[config.mk]
export PLATFORM = sky130hd
export DESIGN_NAME = pcg_top
export DESIGN_NICKNAME = d
export VERILOG_FILES = /design/src/design/pcg_pkg.sv /design/src/design/pcg_fault_chk.sv /design/src/design/pcg_top.sv
export SDC_FILE = /design/constraint.sdc
export NUM_CORES = 1
export LEC_CHECK = 0
export BUFFER_PORTS_ARGS = -buffer_cell sky130_fd_sc_hd__buf_2
export CELL_PAD_IN_SITES_DETAIL_PLACEMENT = 0
export CELL_PAD_IN_SITES_GLOBAL_PLACEMENT = 1
export CORE_MARGIN = 3
export CORE_UTILIZATION = 40
export DETAILED_ROUTE_END_ITERATION = 8
export PLACE_DENSITY_LB_ADDON = 0.1
export RECOVER_POWER = 100
export SETUP_SLACK_MARGIN = 0.2
export SLEW_MARGIN = 5
export SYNTH_ARGS = -nofsm -noshare
export SYNTH_HDL_FRONTEND = slang
export SYNTH_SLANG_ARGS = --single-unit
[constraint.sdc]
create_clock -name core_clk_i -period 3 [get_ports core_clk_i]
set_input_delay 0.3 -clock core_clk_i [delete_from_list [all_inputs] [get_ports core_clk_i]]
set_output_delay 0.3 -clock core_clk_i [all_outputs]
set_load 0.05 [all_outputs]
[src/design/pcg_pkg.sv]
package pcg_pkg;
	localparam int ADDR_W = 12;
	localparam int DATA_W = 32;
	localparam logic [31:0] SYSCTL_BASE = 32'h400FE000;
	localparam logic [11:0] OFF_RUN_GATE = 12'h100;
	localparam logic [11:0] OFF_SLEEP_GATE = 12'h110;
	localparam logic [11:0] OFF_MODE_CTRL = 12'h1F0;
	localparam logic [11:0] OFF_FAULT_STAT = 12'h1F4;
	localparam int BIT_KEEPER = 6;
	localparam int BIT_WDOG = 3;
	localparam int BIT_AUTO_GATE = 0;
	localparam int BIT_FAULT_KEEPER = 0;
	localparam int BIT_FAULT_WDOG = 1;
	localparam logic [31:0] GATE_RESET = 32'h00000040;
	localparam logic [31:0] GATE_WMASK = 32'h00000048;
	localparam logic [31:0] ZERO_WORD = 32'h00000000;
	localparam logic [31:0] MODE_WMASK = 32'h00000001;

	typedef enum logic [1:0] {
		PCG_RUN = 2'b00,
		PCG_SLEEP = 2'b01,
		PCG_DEEP = 2'b10
	} pcg_pmode_e;

	typedef struct packed {
		logic [ADDR_W-1:0] addr;
		logic [DATA_W-1:0] wdata;
		logic wr;
		logic rd;
	} pcg_req_s;

	typedef struct packed {
		logic keeper_sel;
		logic wdog_sel;
		logic valid;
	} pcg_unit_acc_s;
endpackage

[src/design/pcg_fault_chk.sv]
`timescale 1ns/1ps
module pcg_fault_chk
	import pcg_pkg::*;
(
	input wire logic core_clk_i,
	input wire logic rst_b_i,
	input wire logic ce_i,
	input pcg_pkg::pcg_unit_acc_s acc_i,
	input wire logic keeper_en_i,
	input wire logic wdog_en_i,
	output logic fault_o,
	output logic [1:0] fault_src_o
);
	wire keeper_bad = acc_i.valid && acc_i.keeper_sel && !keeper_en_i;
	wire wdog_bad = acc_i.valid && acc_i.wdog_sel && !wdog_en_i;
	logic fault_reg;
	logic [1:0] src_reg;

	always_ff @(posedge core_clk_i or negedge rst_b_i) begin
		if (!rst_b_i) begin
			fault_reg <= 1'b0;
			src_reg <= 2'h0;
		end else if (ce_i) begin
			fault_reg <= keeper_bad || wdog_bad;
			src_reg <= {wdog_bad, keeper_bad};
		end
	end

	assign fault_o = fault_reg;
	assign fault_src_o = src_reg;
endmodule

[src/design/pcg_top.sv]
// Design decision made here: strobed register access.
`timescale 1ns/1ps
module pcg_top
	import pcg_pkg::*;
(
	input wire logic core_clk_i,
	input wire logic rst_b_i,
	input wire logic ce_i,
	input wire logic [pcg_pkg::ADDR_W-1:0] reg_addr_i,
	input wire logic [pcg_pkg::DATA_W-1:0] reg_wdata_i,
	input wire logic reg_wr_i,
	input wire logic reg_rd_i,
	output logic [pcg_pkg::DATA_W-1:0] reg_rdata_o,
	input pcg_pkg::pcg_pmode_e pmode_i,
	input wire logic keeper_acc_i,
	input wire logic wdog_acc_i,
	output logic keeper_clock_enable_o,
	output logic watchdog_clock_enable_o,
	output logic bus_fault_o
);
	logic rst_s1_reg;
	logic rst_b_reg;
	pcg_req_s req;
	logic [DATA_W-1:0] run_gate_reg;
	logic [DATA_W-1:0] sleep_gate_reg;
	logic [DATA_W-1:0] mode_reg;
	logic [DATA_W-1:0] fault_stat_reg;
	logic [DATA_W-1:0] rdata_reg;
	logic keeper_en_reg;
	logic wdog_en_reg;
	logic [1:0] fault_src;
	logic fault_pulse;
	pcg_unit_acc_s acc;

	// Reset is released through two flops so release is synchronous.
	always_ff @(posedge core_clk_i or negedge rst_b_i) begin
		if (!rst_b_i) begin
			rst_s1_reg <= 1'b0;
			rst_b_reg <= 1'b0;
		end else begin
			rst_s1_reg <= 1'b1;
			rst_b_reg <= rst_s1_reg;
		end
	end

	function automatic logic [DATA_W-1:0] masked_write(
		input logic [DATA_W-1:0] old_v,
		input logic [DATA_W-1:0] new_v,
		input logic [DATA_W-1:0] wmask
	);
		masked_write = (old_v & ~wmask) | (new_v & wmask);
	endfunction

	assign req = '{addr: reg_addr_i, wdata: reg_wdata_i,
		wr: reg_wr_i, rd: reg_rd_i};
	wire hit_run = req.addr == OFF_RUN_GATE;
	wire hit_sleep = req.addr == OFF_SLEEP_GATE;
	wire hit_mode = req.addr == OFF_MODE_CTRL;
	wire hit_fault = req.addr == OFF_FAULT_STAT;

	wire [DATA_W-1:0] run_next =
		masked_write(run_gate_reg, req.wdata, GATE_WMASK);
	wire [DATA_W-1:0] sleep_next =
		masked_write(sleep_gate_reg, req.wdata, GATE_WMASK);
	wire [DATA_W-1:0] mode_next =
		masked_write(mode_reg, req.wdata, MODE_WMASK);

	wire auto_gating_select = mode_reg[BIT_AUTO_GATE];
	// Deep sleep has no gating register of its own; here it falls back to run.
	wire use_sleep = auto_gating_select && (pmode_i == PCG_SLEEP);
	wire [DATA_W-1:0] active_gate =
		use_sleep ? sleep_gate_reg : run_gate_reg;

	// Writes of one clear a fault flag; a new fault wins over the clear.
	wire [DATA_W-1:0] fault_clr =
		(req.wr && hit_fault) ? req.wdata : ZERO_WORD;
	wire [DATA_W-1:0] fault_set =
		{{(DATA_W-2){1'b0}}, fault_src & {2{fault_pulse}}};
	wire [DATA_W-1:0] fault_next = (fault_stat_reg & ~fault_clr) | fault_set;

	logic [DATA_W-1:0] rd_mux;
	always_comb begin
		if (hit_run) begin
			rd_mux = run_gate_reg;
		end else if (hit_sleep) begin
			rd_mux = sleep_gate_reg;
		end else if (hit_mode) begin
			rd_mux = mode_reg;
		end else if (hit_fault) begin
			rd_mux = fault_stat_reg;
		end else begin
			rd_mux = ZERO_WORD;
		end
	end

	always_ff @(posedge core_clk_i or negedge rst_b_reg) begin
		if (!rst_b_reg) begin
			run_gate_reg <= GATE_RESET;
			sleep_gate_reg <= GATE_RESET;
			mode_reg <= ZERO_WORD;
		end else if (ce_i && req.wr) begin
			if (hit_run) begin
				run_gate_reg <= run_next;
			end else if (hit_sleep) begin
				sleep_gate_reg <= sleep_next;
			end else if (hit_mode) begin
				mode_reg <= mode_next;
			end
		end
	end

	always_ff @(posedge core_clk_i or negedge rst_b_reg) begin
		if (!rst_b_reg) begin
			fault_stat_reg <= ZERO_WORD;
			rdata_reg <= ZERO_WORD;
		end else if (ce_i) begin
			fault_stat_reg <= fault_next;
			rdata_reg <= req.rd ? rd_mux : ZERO_WORD;
		end
	end

	// Enables are registered so gated clocks see glitch-free controls.
	always_ff @(posedge core_clk_i or negedge rst_b_reg) begin
		if (!rst_b_reg) begin
			keeper_en_reg <= GATE_RESET[BIT_KEEPER];
			wdog_en_reg <= GATE_RESET[BIT_WDOG];
		end else if (ce_i) begin
			keeper_en_reg <= active_gate[BIT_KEEPER];
			wdog_en_reg <= active_gate[BIT_WDOG];
		end
	end

	assign acc = '{keeper_sel: keeper_acc_i, wdog_sel: wdog_acc_i,
		valid: keeper_acc_i || wdog_acc_i};

	pcg_fault_chk u_fault (
		.core_clk_i(core_clk_i),
		.rst_b_i(rst_b_reg),
		.ce_i(ce_i),
		.acc_i(acc),
		.keeper_en_i(keeper_en_reg),
		.wdog_en_i(wdog_en_reg),
		.fault_o(fault_pulse),
		.fault_src_o(fault_src)
	);

	assign reg_rdata_o = rdata_reg;
	assign keeper_clock_enable_o = keeper_en_reg;
	assign watchdog_clock_enable_o = wdog_en_reg;
	assign bus_fault_o = fault_pulse;
endmodule

### Yosys cells after proc, flatten, opt, wreduce, memory -nomap -nowiden

Cells that the tools add are included.

| storage, ports and cells | value |
|---|---|
| bits in registers | 167 |
| bits of input ports | 53 |
| output and inout bits | 35 |
| word-level logic and storage cells | 46 |

| cells by class | value |
|---|---|
| eq/ne operators | 5 |
| mux-type cells | 7 |
| bitwise gates (word level) | 9 |
| reduce and logical (&&, ||, !) cells | 14 |

Operator list:

| cell | number |
|---|---|
| $mux W32 | 6 |
| $or A32 B7 Y32 | 2 |
| $eq A12 B9 Y1 const B | 4 |
| $and A32 B32 Y32 | 1 |
| $not A32 Y32 | 1 |
| $or A32 B1 Y32 | 1 |
| $or A32 B2 Y32 | 1 |
| $logic_and A1 B1 Y1 | 7 |
| $mux W7 | 1 |
| $reduce_and A4 Y1 | 1 |
| $reduce_and A3 Y1 | 1 |
| $and A2 B2 Y2 | 1 |
| $eq A2 B1 Y1 const B | 1 |
| $logic_not A1 Y1 | 2 |
| $logic_or A1 B1 Y1 | 2 |
| $not A1 Y1 | 2 |
| $reduce_and A2 Y1 | 1 |

### Depth between registers and ports, before layout

Gate-level depths: netlist (run 1).

| depth | value |
|---|---|
| depth after elaboration | 6 |
| mapped depth | 6 |
| gate-level depth less buffers | 4 |

### Hierarchy

Synthesis (run 1) repeated with hierarchy kept, for this count alone.

| unflattened totals | value |
|---|---|
| cell total of the unflattened synthesis | 201 |
| area, all modules | 2,902.8 µm² |

Modules (own cells, without submodules):

| module | times used | cells each | area each (µm²) | sequential area each (µm²) |
|---|---|---|---|---|
| pcg_top | 1 | 188 | 2,765.2 | 1,830.5 |
| pcg_fault_chk | 1 | 13 | 137.6 | 75.1 |

### Worst setup path before layout (run 1)

No wires, ideal clock.

| timing | value |
|---|---|
| kind | input to register |
| start | in reg_addr_i[9] (netlist name) |
| end | reg rdata_reg[24], in the netlist reg_rdata_o[24] |
| setup time | 0.066 ns |
| data arrival time | 1.739 ns |
| data required time | 2.934 ns |
| path slack | 1.194 ns |
| stages | 6 |
| path buffers | 2 |
| cell sequence | or4b_4 nor4_4 and3_4 buf_8 buf_12 a22o_1 |

| on the way | value |
|---|---|
| cells in the longest elaborated chain, start to end | 6 |
| elaborated cells between the ends (all ways) | 9 |
| those cells by class | 4 x eq/ne; 5 x mux |

RTL lines:

| what | line | RTL |
|---|---|---|
| start, declared | pcg_top.sv:9 | `input wire logic [pcg_pkg::ADDR_W-1:0] reg_addr_i,` |
| $eq A12 B9 Y1 | pcg_top.sv:59 | `wire hit_fault = req.addr == OFF_FAULT_STAT;` |
| $mux W32 | pcg_top.sv:89 | `end else if (hit_fault) begin` |
| $mux W32 | pcg_top.sv:87 | `end else if (hit_mode) begin` |
| $mux W32 | pcg_top.sv:85 | `end else if (hit_sleep) begin` |
| $mux W32 (*) | pcg_top.sv:83 | `if (hit_run) begin` |
| $mux W32 (*) | pcg_top.sv:118 | `rdata_reg <= req.rd ? rd_mux : ZERO_WORD;` |
| end signal, assigned | pcg_top.sv:118 |  |
| end, declared | pcg_top.sv:28 | `logic [DATA_W-1:0] rdata_reg;` |

Mark *: on every way between the ends. The rest lies on a longest branch, timed or not.
A chain may end at the register's enable or synchronous reset.

### Worst setup path in the final report (run 1)

| timing | value |
|---|---|
| start | in reg_addr_i[9] (netlist name) |
| end | reg run_gate_reg[3] |

| on the way | value |
|---|---|
| cells in the longest elaborated chain, start to end | 2 |

RTL lines:

| what | line | RTL |
|---|---|---|
| $eq A12 B9 Y1 | pcg_top.sv:56 | `wire hit_run = req.addr == OFF_RUN_GATE;` |
| $reduce_and A2 Y1 (no source line) | - |  |
| end signal, assigned | pcg_top.sv:103 | `run_gate_reg <= run_next;` |
| end, declared | pcg_top.sv:24 | `logic [DATA_W-1:0] run_gate_reg;` |

No other way between the ends.

==> results of run 1 <==
-- report_power, final --
part	leakage [nW]	switching [mW]	total [mW]	internal [mW]
combinational	0.541	0.0462	0.0811	0.0349
sequential	1.03	0.0237	1.06	1.03
clock	0.102	0.349	0.811	0.461
-- through the flow --
stage	util [%]	hold WS (ps)	power, mW	instance area, um^2	setup slack, ps
after floorplan	-	4.41	1.11	2870	732
after global placement	49.2	87.6	1.16	3380	969
after detailed placement	49.2	87.5	1.16	3380	921
after CTS	52.3	102	1.98	3590	1280
after global routing	51.1	96.3	2.03	3510	661
final	51.1	125	1.95	3510	846
-- what timing repair did --
item                                   4_1_cts  5_1_grt
resized for setup                            0        0
endpoints found under the hold margin        2        0
hold buffers                                 1        0
-- cell type report --
| cell class | count | area, um^2 | share of cell area (%) |
|---|---|---|---|
| multi-input cells | 109 | 862 | 24.5 |
| clock buffers | 10 | 128 | 3.63 |
| flip-flops and latches | 76 | 1910 | 54.3 |
| clock inverters | 5 | 77.6 | 2.21 |
| repair buffers | 90 | 410 | 11.7 |
| well taps | 96 | 120 | 3.42 |
| inverters | 2 | 7.51 | 0.214 |
-- cell usage in the layout, fill, tap and decap left out, drive strengths merged --
cell and n:
and3 1, nor2b 3, conb 1, a21boi 30, o21ai 2, nand4 4
nor3 2, a21oi 2, clkinv 2, a22o 29, o2bb2ai 1, nor2 4
a32o 2, or3 1, nor4b 1, inv 2, bufinv 2, nand3 1
clkbuf 48, a32oi 4, dlygate4sd3 1, or4b 1, or4 1, nand3b 1
clkinvlp 1, mux2i 3, a21o 1, and4 1, nand2 3, dfstp 3
nor4 3, buf 51, mux2 7, dfrtp 73
-- how the worst max path moves through the flow --
stage	depth (start not counted)	to	slack (ps)	start
after floorplan	0	fault_stat_reg[0]$_DFFE_PN0P_	730	rst_b_reg$_DFF_PN0_
after global placement	5	reg_rdata_o[14]$_DFFE_PN0P_	970	reg_addr_i[9]
after detailed placement	5	reg_rdata_o[27]$_DFFE_PN0P_	920	reg_addr_i[9]
after CTS	5	reg_rdata_o[25]$_DFFE_PN0P_	1280	reg_addr_i[9]
after global routing	6	fault_stat_reg[0]$_DFFE_PN0P_	660	reg_addr_i[9]
final	5	run_gate_reg[3]$_DFFE_PN0P_	850	reg_addr_i[9]
-- per-layer routing --
metal  part of all wire, %  routed length (um)  up-vias  global-route usage [%]
met4                   1.1                  64        0                    6.12
met1                    48                2920     1006                    22.1
met5                     0                   0        -                       0
met3                   6.2                 377        5                    4.42
met2                    45                2730       54                    23.3
li1                      -                   -      924                       -
-- cell families (layout without fill, tap and decap cells) --
family                 after synthesis  count (layout)  share of synthesized area (%)
buffers and inverters               12             107                           2.66
flip-flops                          76              76                           66.3
other                                1               1                          0.130
multiplexers                        10              10                           3.79
AO/OA/AOI/OAI                       71              71                           19.9
AND/OR/NAND/NOR                     27              27                           7.27
==> qor.txt, run 1 <==
status: finished, violations left
violated checks: capacitance limit, slew limit
I/O pin count: 88
Worst Clk Skew: 8.09 ps
DRC: 0
worst skew pair latency: 340 ps
Crit Path Category: input port to register
Distinct cells, synth: 35
routed wire length: 6.09 mm
crit end category: register
Primary FF master, synth: dfrtp_1
r2r setup slk: 1410 ps
crit path launch type: input port
initial DRC count: 73
Die H: 90.8 um
PwrDens: 555 nW/um^2
H-tree lvl count: 3
Synth-to-Final Area Change: 22.2%
via-per-instance ratio: 5.13
Post-Syn Area: 2870 um^2
Slowest Stage Delay on Critical Path: 760 ps
first-pass GRT wire length: 10.3 mm
P_leak: 1.67 nW
Avg Inst Size Synth: 14.6 um^2
final setup fails: 0
max_cap viols: 1
Layout Nets: 341
Max VDD drop: 234 uV
Yosys warnings: 0
Detail Placement HPWL: 4.03 mm
ANT nets after route: 0
worst min path class: input port to register
die width: 90.8 um
number of global-route vias before repair: 2,047
non-filler instance count after layout: 388
top cell type's share of synthesized area: 63.6%
Hold Path Sink: fault_stat_reg[4]$_DFFE_PN0P_
core area: 6870 um^2
die area: 8240 um^2
Clk Tree Root Cell: clkbuf_8
Hold Startpoint: reg_wdata_i[4]
RSZ-0062 raised after global routing: false
reg-to-reg startpoint: rst_b_reg$_DFF_PN0_
Rel. slew slack: -2.43%
CP max-delay cell: nor3_1
routed len/inst: 15.7 um
cell count after placement: 372
Longest Clk Path Bufs: 2
Post-CTS Setup Inserts: 0
Final min period: 2150 ps
hold path depth: 2
ant diodes: 0
port bufs: 87
Period Utilization, post-route: 71.8%
row count: 30
Max Slew Vio Count: 75
FILL cells: 665
Post-synth EDFFs: 0
R2R depth: 0
asr flop ratio synth: 100%
critical path fanouts, max: 8
top cell type by total area after synthesis: dfrtp_1
post-synthesis sequential area ratio: 66.3%
Via Count: 1,989
worst-margin pin slew: 1540 ps
Final Hold Viols: 0
worst path bufs/invs: 1
setup_tns: 0 ps
Initial Util: 41.8%
initial antenna violation count: 0
count leader, synth: dfrtp_1
Mapped Cells: 197
CTS Buf Count: 9
critical path's top delay family: simple AND/OR/NAND/NOR gates
f_max: 464 MHz
CTS tree: done
Worst Path Required: 3220 ps
post-synth net total: 250
share of layout cells above drive strength 1: 26.4%
total grt overflow: 0
crit-path cells: buf_2, or4b_1, nor3_1, nand4_1, mux2_2
Area contributors post-synth: dfrtp_1 64%, a22o_1 8.8%, a21boi_0 7.3%, dfstp_2 2.7%, mux2_2 2.7%
clock sink count: 76
Post-synth top cells: 73 x dfrtp_1, 29 x a22o_1, 28 x a21boi_0
largest net degree at the start of global routing: 75
All-Layer GR Usage: 15.8%
register bit count reported by yosys: 76
first-pass detailed-route iteration total: 4
WP data arrival: 2370 ps
Final GP Congestion: 0.788
r2r endpoint: mode_reg[0]$_DFFE_PN0P_
Worst-path clk slew: 80 ps
Power figures use the tool's default switching activity.
==> run 2: changes to the inputs <==
==> constraint.sdc (replaced) <==
create_clock -name core_clk_i -period 2.2 [get_ports core_clk_i]
set_input_delay 0.22 -clock core_clk_i [delete_from_list [all_inputs] [get_ports core_clk_i]]
set_output_delay 0.22 -clock core_clk_i [all_outputs]
set_load 0.05 [all_outputs]
==> run 2 against run 1 <==
The run now ends clean. Worst hold slack got worse by 84 ps. Clock power increased by 19%. Sequential share of layout area down 0.71 points. Sequential power increased by 34%. Via count up 0.50%.
==> qor.txt, run 2 (same netlist as run 1, synthesis figures left out) <==
I/O pin count: 88 (unchanged)
clock sink count: 76 (unchanged)
port bufs: 87 (unchanged)
Worst-path clk slew: 80 ps (about the same)
first-pass GRT wire length: 10.2 mm (was 10.3 mm)
CTS Buf Count: 9 (unchanged)
final core occ: 51.8% (was 51.1%)
ANT nets after route: 0 (unchanged)
total grt overflow: 0 (unchanged)
Max VDD drop: 394 uV (was 234 uV)
number of global-route vias before repair: 2,042 (was 2,047)
ant diodes: 0 (unchanged)
largest net degree at the start of global routing: 41 (was 75)
post-route setup slack: 464 ps (was 846 ps)
worst skew pair latency: 340 ps (about the same)
Internal: 1.89 mW (was 1.53 mW)
Post-CTS Setup Inserts: 0 (unchanged)
Logic pwr share: 5.6% (was 4.2%)
f_max: 576 MHz
Longest Clk Path Bufs: 2 (unchanged)
worst min path class: input port to register (unchanged)
Synth-to-Final Area Change: 23.8% (was 22.2%)
final setup fails: 0 (unchanged)
Layout Nets: 345 (was 341)
crit path launch type: input port (unchanged)
CTS tree: done (unchanged)
All-Layer GR Usage: 15.6% (was 15.8%)
Final Hold Viols: 0 (unchanged)
Initial Util: 41.8% (unchanged)
crit end category: register (unchanged)
worst-margin pin slew: 929 ps (was 1540 ps)
CP max-delay cell: or4b_1 (was nor3_1)
Clk Tree Root Cell: clkbuf_8 (unchanged)
pre-CTS worst setup slack: 231 ps (was 921 ps)
sequential share of power: 56.1% (was 54.2%)
Detail Placement HPWL: 4.23 mm (was 4.03 mm)
routed wire length: 6.08 mm (was 6.09 mm)
H-tree lvl count: 3 (unchanged)
RSZ-0062 raised after global routing: false (unchanged)
initial antenna violation count: 0 (unchanged)
commonest cells after routing, fill and taps aside: 72 x dfrtp_1, 51 x buf_2, 36 x clkbuf_1, 29 x a22o_1, 28 x a21boi_0 (was 72 x dfrtp_1, 50 x buf_2, 39 x clkbuf_1, 29 x a22o_1, 28 x a21boi_0)
max_cap viols: 0 (was 1)
via-per-instance ratio: 5.09 (was 5.13)
fin area: 3560 um^2 (was 3510 um^2)
crit-path cells: buf_2, or4b_1, nor4_4, and3_4, a22o_1 (was buf_2, or4b_1, nor3_1, nand4_1, mux2_2)
routed len/inst: 15.5 um (was 15.7 um)
Final GP Congestion: 0.795 (was 0.788)
Crit Path Category: input port to register (unchanged)
placed cell area: 3420 um^2 (was 3380 um^2)
clock share of power: 38.3% (was 41.6%)
initial DRC count: 72 (was 73)
Period Utilization, post-route: 78.9%
Final Power: 2.52 mW (was 1.95 mW)
die area: 8240 um^2 (unchanged)
P_leak: 1.71 nW (was 1.67 nW)
switching power: 637 uW (was 419 uW)
WP data arrival: 2010 ps (was 2370 ps)
Worst Clk Skew: 11.0 ps (was 8.09 ps)
die width: 90.8 um (unchanged)
Max Slew Vio Count: 0 (was 75)
Via Count: 1,999 (was 1,989)
critical path fanouts, max: 29 (was 8)
switching share of power: 25.2% (was 21.5%)
PwrDens: 709 nW/um^2 (was 555 nW/um^2)
share of layout cells above drive strength 1: 29.3% (was 26.4%)
Worst Path Required: 2470 ps (was 3220 ps)
first-pass detailed-route iteration total: 4 (unchanged)
Slowest Stage Delay on Critical Path: 680 ps (was 760 ps)
Rel. slew slack: 38.1% (was -2.43%)
row count: 30 (unchanged)
commonest non-fill, non-tap cell in the layout: dfrtp_1 (unchanged)
Die H: 90.8 um (unchanged)
Final min period: 1740 ps
status: completed (was finished, violations left)
DRC: 0 (unchanged)
setup_tns: 0 ps (unchanged)
core area: 6870 um^2 (unchanged)
[run 2: changes by cell type in the layout (fill, tap and decap cells not counted), sizes merged]
cell / previous run / this run
clkinv: 2 / 3
inv: 2 / 5
clkbuf: 48 / 47
buf: 51 / 55
bufinv: 2 / 0
[run 2: cell type report]
| cell class | count | area (um^2) |
|---|---|---|
| Clock buffer | 9 | 124 |
| Clock inverter | 7 | 58.8 |
| Fill cell | 640 | 3310 |
| Inverter | 2 | 7.51 |
| Multi-Input combinational cell | 109 | 888 |
| Sequential cell | 76 | 1910 |
| Tap cell | 96 | 120 |
| Timing Repair Buffer | 94 | 453 |
[run 2: repair_timing]
action | 4_1_cts | 5_1_grt
endpoints found under the hold margin | 2 | 0
gates resized for setup | 0 | 0
hold buffers | 1 | 0
[run 2: stage by stage]
step | cells | hold WS (ps)
floorplan | 197 | -75.6
global placement | 376 | 7.84
detailed placement | 376 | 9.29
CTS | 393 | 24.3
global route | 393 | 28.0
finish | 393 | 41.2
[run 2: worst paths after layout]
path | cells past startpoint | slack (ps) | end | startpoint
setup / recovery | 5 | 460 | reg_rdata_o[2]$_DFFE_PN0P_ | reg_addr_i[9]
hold / removal | 2 | 40 | fault_stat_reg[5]$_DFFE_PN0P_ | reg_wdata_i[5]
setup reg to reg | 3 | 1110 | reg_rdata_o[0]$_DFFE_PN0P_ | mode_reg[0]$_DFFE_PN0P_
hold reg to reg | 0 | 360 | rst_b_reg$_DFF_PN0_ | rst_s1_reg$_DFF_PN0_
max in group asynchronous | 1 | 1130 | reg_rdata_o[15]$_DFFE_PN0P_ | rst_b_reg$_DFF_PN0_
min in group asynchronous | 2 | 190 | rst_s1_reg$_DFF_PN0_ | rst_b_i
[run 2: power by group through the flow]
stage	Combinational (mW)	Clock, mW	Sequential, mW
global route	0.159	1.07	1.42
global placement	0.146	0	1.44
finish	0.140	0.966	1.42
floorplan	0.0338	0	1.48
CTS	0.148	1.00	1.42
detailed placement	0.146	0	1.44
[run 2: critical path: cells and delay by family]
family                 cells  cell delay [ps]
and+or+nand+nor            3             1500
AOI/OAI and AO/OA          1              190
buffers and inverters      1               90
[run 2: routing by layer]
metal  up-vias  global-route usage [%]  part of all wire [%]
met2        45                    24.6                    49
met4         0                    6.25                   1.3
met3         8                    3.58                   4.6
met1      1010                    20.8                    45
met5         -                       0                     0
li1        936                       -                     -
